$ cat src/logic/error_status_pkg.sv
// Constants shared by the error status register bank
package error_status_pkg;

    localparam logic [7:0]  ERR_STATUS_OFFSET = 8'hc8;
    localparam logic [15:0] ERR_STATUS_RESET  = 16'h0000;

    localparam int BIT_GFX_SMI  = 12;
    localparam int BIT_THERMAL  = 11;
    localparam int BIT_LOCK     = 9;
    localparam int BIT_REFRESH  = 8;
    localparam int BIT_THROTTLE = 7;

    // Implemented flag bits; all others read as zero
    localparam logic [15:0] FLAG_MASK = 16'h1b80;
    // Flags that have a matching report enable in the error command register
    localparam logic [15:0] SERR_MASK = 16'h0b80;

    localparam logic [10:0] REFRESH_LIMIT = 11'h400;
    localparam logic [10:0] REFRESH_RESET = 11'h000;

endpackage

$ cat src/logic/flag_bank_if.sv
// Carrier between the control logic and the sticky flag bank
interface flag_bank_if;
    logic [15:0] set_vec;
    logic [15:0] clr_vec;
    logic [15:0] flags;
    logic [15:0] rise;

    modport bank (input set_vec, input clr_vec, output flags, output rise);
    modport ctrl (output set_vec, output clr_vec, input flags, input rise);
endinterface

$ cat src/logic/error_status_flags.sv
// Error status register: sticky flags, config access, system-error requests
// Function
// - Flag rising with enables raises system-error message
// - Flags other than the thermal bit set regardless of reporting enables
// - Writing one clears flag; zero keeps it
// - Writes ignored under security modes or lock
// - Bit 12 records graphics software SMI event
// - Thermal bit set only when message sent
// - Later thermal trips may be dropped
// - No thermal message while thermal flag set
// - Bit 9 records locked access outside DRAM
// - Bit 8 set at 1024 queued refreshes
// - Bit 7 records DRAM throttling until cleared
// - Global enable also gates system-error messages
// - Report enables share their flag bit positions
module error_status_flags
(
    input  wire logic        i_ref_clk,
    input  wire logic        i_rst_n,
    input  wire logic        i_pwrgood_rst_n,

    input  wire logic [7:0]  i_cfg_addr,
    input  wire logic        i_cfg_wr,
    input  wire logic        i_cfg_rd,
    input  wire logic [1:0]  i_cfg_be,
    input  wire logic [15:0] i_cfg_wdata,
    output logic      [15:0] o_cfg_rdata,
    output logic             o_cfg_rvalid,

    input  wire logic [15:0] i_error_command_enables,
    input  wire logic        i_serr_global_enable,
    input  wire logic        i_thermal_smi_enable,
    input  wire logic        i_thermal_sci_enable,

    input  wire logic        i_trusted_mode,
    input  wire logic        i_mgmt_fw_mode,
    input  wire logic        i_memory_range_lock_bit,

    input  wire logic        i_gfx_sw_smi_event,
    input  wire logic        i_thermal_trip,
    input  wire logic        i_lock_nondram_event,
    input  wire logic        i_refresh_enqueue,
    input  wire logic        i_refresh_dequeue,
    input  wire logic        i_dram_throttle,

    output logic             o_serr_req,
    input  wire logic        i_serr_ack,
    output logic             o_thermal_smi,
    output logic             o_thermal_sci
);

    typedef struct packed
    {
        logic        serr_req;
        logic [15:0] rdata;
        logic        rvalid;
        logic        therm_smi;
        logic        therm_sci;
    } ctrl_state_t;

    ctrl_state_t state_reg;
    ctrl_state_t state_next;

    flag_bank_if fb ();

    logic        refresh_timeout;
    logic        cfg_hit;
    logic        wr_locked;
    logic [15:0] byte_mask;
    logic        thermal_serr_route;
    logic        thermal_send;
    logic        serr_fire;

    refresh_backlog_counter u_refresh
    (
        .i_ref_clk (i_ref_clk),
        .i_rst_n   (i_rst_n),
        .i_enqueue (i_refresh_enqueue),
        .i_dequeue (i_refresh_dequeue),
        .o_timeout (refresh_timeout)
    );

    sticky_flag_bank u_bank
    (
        .i_ref_clk       (i_ref_clk),
        .i_pwrgood_rst_n (i_pwrgood_rst_n),
        .fb              (fb)
    );

    // Only the upper seven address bits select the 16-bit register
    assign cfg_hit   = (i_cfg_addr[7:1] == error_status_pkg::ERR_STATUS_OFFSET[7:1]);
    assign wr_locked = i_trusted_mode | i_mgmt_fw_mode | i_memory_range_lock_bit;
    assign byte_mask = {{8{i_cfg_be[1]}}, {8{i_cfg_be[0]}}};

    always_comb
    begin
        fb.clr_vec = 16'h0000;
        if (i_cfg_wr && cfg_hit && !wr_locked)
            fb.clr_vec = i_cfg_wdata & byte_mask & error_status_pkg::FLAG_MASK;
    end

    // Trip point routing conflicts are software's problem; any route sends
    assign thermal_serr_route = i_error_command_enables[error_status_pkg::BIT_THERMAL]
                                & i_serr_global_enable;
    assign thermal_send = i_thermal_trip
                          && !fb.flags[error_status_pkg::BIT_THERMAL]
                          && (i_thermal_smi_enable || i_thermal_sci_enable
                              || thermal_serr_route);

    always_comb
    begin
        fb.set_vec = 16'h0000;
        fb.set_vec[error_status_pkg::BIT_GFX_SMI]  = i_gfx_sw_smi_event;
        fb.set_vec[error_status_pkg::BIT_THERMAL]  = thermal_send;
        fb.set_vec[error_status_pkg::BIT_LOCK]     = i_lock_nondram_event;
        fb.set_vec[error_status_pkg::BIT_REFRESH]  = refresh_timeout;
        fb.set_vec[error_status_pkg::BIT_THROTTLE] = i_dram_throttle;
    end

    // Bit 12 has no report enable, so it never raises a system-error request
    assign serr_fire = (|(fb.rise & i_error_command_enables
                          & error_status_pkg::SERR_MASK))
                       && i_serr_global_enable;

    always_comb
    begin
        state_next = state_reg;
        // A new rise outranks the acknowledge so no message is lost
        if (serr_fire)
            state_next.serr_req = 1'b1;
        else if (i_serr_ack)
            state_next.serr_req = 1'b0;
        state_next.therm_smi = thermal_send && i_thermal_smi_enable;
        state_next.therm_sci = thermal_send && i_thermal_sci_enable;
        state_next.rvalid    = i_cfg_rd;
        if (i_cfg_rd)
        begin
            if (cfg_hit)
                state_next.rdata = fb.flags & error_status_pkg::FLAG_MASK;
            else
                state_next.rdata = 16'h0000;
        end
    end

    always_ff @(posedge i_ref_clk or negedge i_rst_n)
    begin
        if (!i_rst_n)
            state_reg <= '{serr_req: 1'b0, rdata: 16'h0000, rvalid: 1'b0,
                           therm_smi: 1'b0, therm_sci: 1'b0};
        else
            state_reg <= state_next;
    end

    assign o_serr_req    = state_reg.serr_req;
    assign o_cfg_rdata   = state_reg.rdata;
    assign o_cfg_rvalid  = state_reg.rvalid;
    assign o_thermal_smi = state_reg.therm_smi;
    assign o_thermal_sci = state_reg.therm_sci;
endmodule

$ cat src/logic/sticky_flag_bank.sv
// Sticky write-one-to-clear flag storage, cleared only by power-good reset
module sticky_flag_bank
(
    input  wire logic   i_ref_clk,
    input  wire logic   i_pwrgood_rst_n,
    flag_bank_if.bank   fb
);

    typedef struct packed
    {
        logic [15:0] flags;
    } bank_state_t;

    bank_state_t state_reg;
    bank_state_t state_next;

    always_comb
    begin
        state_next = state_reg;
        // Set wins over a clear landing in the same cycle
        state_next.flags = ((state_reg.flags & ~fb.clr_vec) | fb.set_vec)
                           & error_status_pkg::FLAG_MASK;
    end

    always_ff @(posedge i_ref_clk or negedge i_pwrgood_rst_n)
    begin
        if (!i_pwrgood_rst_n)
            state_reg <= '{flags: error_status_pkg::ERR_STATUS_RESET};
        else
            state_reg <= state_next;
    end

    assign fb.flags = state_reg.flags;
    assign fb.rise  = fb.set_vec & ~state_reg.flags & error_status_pkg::FLAG_MASK;
endmodule

$ cat src/logic/refresh_backlog_counter.sv
// Counts queued core refreshes and pulses once when the backlog reaches its limit
module refresh_backlog_counter
(
    input  wire logic i_ref_clk,
    input  wire logic i_rst_n,
    input  wire logic i_enqueue,
    input  wire logic i_dequeue,
    output logic      o_timeout
);

    typedef struct packed
    {
        logic [10:0] count;
        logic        timeout;
    } cnt_state_t;

    cnt_state_t state_reg;
    cnt_state_t state_next;

    always_comb
    begin
        state_next = state_reg;
        if (i_enqueue && !i_dequeue && state_reg.count != error_status_pkg::REFRESH_LIMIT)
            state_next.count = state_reg.count + 11'h001;
        else if (i_dequeue && !i_enqueue && state_reg.count != 11'h000)
            state_next.count = state_reg.count - 11'h001;
        state_next.timeout = (state_next.count == error_status_pkg::REFRESH_LIMIT)
                             && (state_reg.count != error_status_pkg::REFRESH_LIMIT);
    end

    always_ff @(posedge i_ref_clk or negedge i_rst_n)
    begin
        if (!i_rst_n)
            state_reg <= '{count: error_status_pkg::REFRESH_RESET, timeout: 1'b0};
        else
            state_reg <= state_next;
    end

    assign o_timeout = state_reg.timeout;
endmodule

$ cat config.mk
export PLATFORM = sky130hd
export DESIGN_NAME = error_status_flags
export DESIGN_NICKNAME = d
export VERILOG_FILES = /design/src/logic/error_status_pkg.sv /design/src/logic/flag_bank_if.sv /design/src/logic/error_status_flags.sv /design/src/logic/sticky_flag_bank.sv /design/src/logic/refresh_backlog_counter.sv
export SDC_FILE = /design/constraint.sdc
export NUM_CORES = 1
export LEC_CHECK = 0
export BUFFER_PORTS_ARGS = -buffer_cell sky130_fd_sc_hd__buf_2
export CAP_MARGIN = 30
export CORE_ASPECT_RATIO = 0.6
export CORE_MARGIN = 10
export CORE_UTILIZATION = 40
export CTS_CLUSTER_DIAMETER = 80
export CTS_CLUSTER_SIZE = 16
export DETAILED_ROUTE_END_ITERATION = 8
export PLACE_DENSITY = 0.71
export SKIP_LAST_GASP = 1
export SLEW_MARGIN = 20
export SYNTH_ARGS = -nofsm -noshare
export SYNTH_HDL_FRONTEND = slang
export SYNTH_HIERARCHICAL = 1
export SYNTH_SLANG_ARGS = --single-unit
export TNS_END_PERCENT = 20
$ cat constraint.sdc
create_clock -name i_ref_clk -period 5 [get_ports i_ref_clk]
set_clock_uncertainty 0.05 [all_clocks]
set_input_delay 0.5 -clock i_ref_clk [delete_from_list [all_inputs] [get_ports i_ref_clk]]
set_output_delay 0.5 -clock i_ref_clk [all_outputs]
set_load 0.03 [all_outputs]
== Word level (Yosys, flattened, before mapping) ==
Index checks and enable logic that the tools add are counted.

* Logic and storage cells: 50
* Flip-flop bits (word level): 37
* Input port bits: 60
* Output and inout port bits: 20

* Muxes and demuxes: 6
* Add/subtract/negate cells: 2
* Eq/ne operators: 3
* Bitwise logic cells: 10
* Reduce and logical (&&, ||, !) cells: 21

{| class="wikitable"
|+ Operators by type and width
! operator !! number
|-
| $and 13x13->13 || 2
|-
| $mux 13 || 2
|-
| $and 12x12->12 || 2
|-
| $mux 11 || 2
|-
| $not 13->13 || 1
|-
| $or 13x13->13 || 1
|-
| $logic_and 1x1->1 || 12
|-
| $not 12->12 || 1
|-
| $add 11x1->11 const B || 1
|-
| $eq 11x11->1 const B || 1
|-
| $ne 11x11->1 const B || 1
|-
| $reduce_bool 11->1 || 1
|-
| $sub 11x1->11 const B || 1
|-
| $eq 7x7->1 const B || 1
|-
| $logic_not 1->1 || 4
|-
| $reduce_or 4->1 || 1
|-
| $logic_or 1x1->1 || 2
|-
| $mux 1 || 2
|-
| $or 1x1->1 || 2
|-
| $reduce_bool 2->1 || 1
|-
| $and 1x1->1 || 1
|}

== Longest topological paths before layout ==
* Depth after elaboration: 8
* Gate-level depth with buffers: 8
* Gate-level depth less buffers: 8

== Modules after synthesis ==
Netlist, hierarchy kept.

{| class="wikitable"
|+ By module, submodules not included
! module !! area an instance (um^2) !! instances !! cells each !! sequential area each (um^2)
|-
| refresh_backlog_counter || 907.1 || 1 || 97 || 300.3
|-
| error_status_flags || 539.3 || 1 || 61 || 225.2
|-
| sticky_flag_bank || 381.6 || 1 || 43 || 125.1
|}

== Worst setup path before layout ==
Ideal clock, no wire load.

* Kind: input to register
* Start point: input port i_refresh_enqueue
* End point: register u_refresh.state_reg, in the netlist u_refresh/o_timeout
* Data required time: 4.829 ns
* Setup slack: 2.724 ns
* Arrival: 2.105 ns
* Cell stages on the path: 7
* Path buffers: 1
* Setup time: 0.121 ns
* Cells stage by stage: buf_6 or4b_4 a311oi_2 a21oi_2 a31o_1 xnor2_2 and4b_1

{| class="wikitable"
|+ RTL lines
! item !! RTL line !! text
|-
| start, declared || error_status_flags.sv:42 || <nowiki>input wire logic i_refresh_enqueue,</nowiki>
|-
| end signal, assigned || refresh_backlog_counter.sv:34 || <nowiki>state_reg <= '{count: error_status_pkg::REFRESH_RESET, timeout: 1'b0};</nowiki>
|-
| end signal, assigned || refresh_backlog_counter.sv:36 || <nowiki>state_reg <= state_next;</nowiki>
|-
| end, declared || refresh_backlog_counter.sv:17 || <nowiki>cnt_state_t state_reg;</nowiki>
|}

==> run_results.csv <==
group,metric,value,unit
detailed_routing,wl_per_cell,15.01,um
timing,setup_violations,0,
timing,rsz0062_at_grt,"no",
critical_path,cp.depth,8,
synth,synth_warnings,6,
critical_path,endpoint_kind,"register",
critical_path,critPathCapture,"u_refresh/o_timeout$_DFF_PN0_",
cells_and_area,register_area,650.6,um^2
detailed_routing,vias_per_cell,5.292,
die,pin_count,80,
placed_design,port_buffers,44,
critical_path,crit_required,5.15,ns
cells_and_area,mostFrequentLayoutCells,"buf_2 (44), dfrtp_1 (26), nand2_1 (17)",
min_path,hp-class,"input port to asynchronous set/reset pin",
cells_and_area,finish.instance_area,1901,um^2
synth,netlist_area,1653,um^2
die,fp.dieH,69.79,um
synth,synth.avg_cell_area,9.338,um^2
grt,grt_max_degree,22,
cells_and_area,final_common_cell,"buf_2",
die,core_area,3829,um^2
cells_and_area,largest_reg_flops,11,
grt,grt_pass1_vias,1347,
timing,finalHoldViolations,0,
cells_and_area,nets,281,
critical_path,r2r-end,"u_refresh/o_timeout$_DFF_PN0_",
timing,drv_slew,0,
timing,finalSetupTns,0,ns
detailed_routing,drt-pass1-iter-count,4,
critical_path,critPathLaunch,"u_refresh/state_reg[2]$_DFF_PN0_",
critical_path,start_kind,"register",
critical_path,critPathArrivalTime,2.77,ns
detailed_routing,route.detailed.drc,0,
clocking,path_clk_slew,0.08,ns
clocking,cts_buffers,3,
timing,fin_crit_sh,52.43,%
placed_design,postPlaceCellArea,1849,um^2
grt,antenna_found_initial,0,
detailed_routing,initialDrtViolationCount,65,
synth,synthCells,177,
run_status,status,"completed",
timing,slew_headroom,65.80,%
grt,grt_use_total,11.33,%
job,drv_cap,0,
grt,grt_pass1_wl,6706,um
cells_and_area,antenna_cells,0,
clocking,clkLatencyLatePin,0.26,ns
clocking,clkSinkCount,26,
grt,overflow,0,
cells_and_area,drive_above_1_share,25.81,%
die,die_area,7187,um^2
critical_path,cp_top_family,"simple AND/OR/NAND/NOR gates",
clocking,root_buffer,"clkbuf_8",
timing,clock.fmax,381.5,MHz
pwr,ir_drop,0.2055,mV
critical_path,critPathMaxFanout,7,
detailed_routing,ant_nets,0,
die,die_width,103.0,um
critical_path,path_cells,"inv_1, ha_1, nor3b_1, nand4_1, a32oi_1, xnor2_1, nor4_1, and4b_1",
critical_path,path_class,"register to register",
critical_path,crit_path_max_incr_delay,0.46,ns
detailed_routing,drt_wl_total,3963,um
cells_and_area,n_fill_cell,368,
critical_path,cp_num_buf_inv,1,
clocking,ctsResizeCount,0,
clocking,cts_tree,"yes",
cells_and_area,multi_input_area,867.1,um^2
clocking,htree_levels,1,
critical_path,slowest_stage,"dfrtp_1",
pwr,power_per_cell_area,367.9,nW/um^2
placed_design,gp_congestion,0.8747,
pwr,leakagePower,0.8460,nW
critical_path,reg2reg_depth,8,
timing,period_needed,2.621,ns
critical_path,reg2reg_slack,2.38,ns
timing,worst_pin_slew,0.5088,ns
die,initial_core_util,43.17,%
detailed_routing,vias,1397,
die,rows,17,
critical_path,timing.rr.start,"u_refresh/state_reg[2]$_DFF_PN0_",
clocking,cts_max_path_buffers,2,
cells_and_area,syn_to_final_growth,14.99,%
placed_design,hpwlAfterDp,3324,um
## metal layers
metal  global-route usage, %  up-vias  wire length, um
met5                       0        -                0
met4                   1.826        0               18
met3                   3.472        2              316
met2                   14.18       47             1540
met1                   17.95      650             2087
li1                        -      698                -
## worst reg2reg max path: cells and delay by family (launching register included)
family,cells,cell delay (ns)
and+or+nand+nor,4,1.27
DFF,1,0.46
AOI/OAI and AO/OA,1,0.31
adders and majority gates,1,0.26
buffers and inverters,1,0.11
xor gates and xnor gates,1,0.11
## final cells by class
| class | count | area share, % |
|---|---|---|
| Multi-Input combinational cell | 129 | 45.62 |
| Timing Repair Buffer | 45 | 12.11 |
| Inverter | 14 | 2.765 |
| Tap cell | 47 | 3.094 |
| Sequential cell | 26 | 34.23 |
| Clock buffer | 3 | 2.172 |
## through the flow
step | instances | utilization [%] | total power, W | hold slack, ns | worst slack (ns)
after global placement | 260 | 48.30 | 0.0005856 | 0.2798 | 2.483
after detailed placement | 260 | 48.30 | 0.0005844 | 0.2808 | 2.477
final | 264 | 49.64 | 0.0006992 | 0.1254 | 2.379
after global routing | 264 | 49.64 | 0.0007525 | 0.1543 | 2.196
after CTS | 264 | 49.64 | 0.0007005 | 0.1405 | 2.463
after floorplan | 187 | - | 0.0005281 | 0.1544 | 2.724
## power breakdown
group	internal [W]	leakage (nW)	switching, W
Sequential	0.000251	0.325	0.0000912
Combinational	0.000109	0.499	0.000135
Clock	0.0000538	0.0216	0.0000586
Total	0.000414	0.846	0.000285
## what timing repair did
| item | 4_1_cts | 5_1_grt |
|---|---|---|
| buffers inserted | 0 | 0 |
| hold buffers | 1 | 0 |
| endpoints found under the hold margin | 5 | 0 |
## worst min-delay path by stage
stage                                from                          endpoint  depth (start not counted)
after floorplan                   i_rst_n       o_cfg_rdata[11]$_DFFE_PN0P_                          0
after global placement    i_pwrgood_rst_n     u_bank/fb.flags[12]$_DFF_PN0_                          1
after detailed placement  i_pwrgood_rst_n     u_bank/fb.flags[12]$_DFF_PN0_                          1
after CTS                         i_rst_n  u_refresh/state_reg[6]$_DFF_PN0_                          1
after global routing              i_rst_n           o_thermal_sci$_DFF_PN0_                          1
final                             i_rst_n  u_refresh/state_reg[6]$_DFF_PN0_                          1
Note: power is estimated with default switching activity, not from simulation.
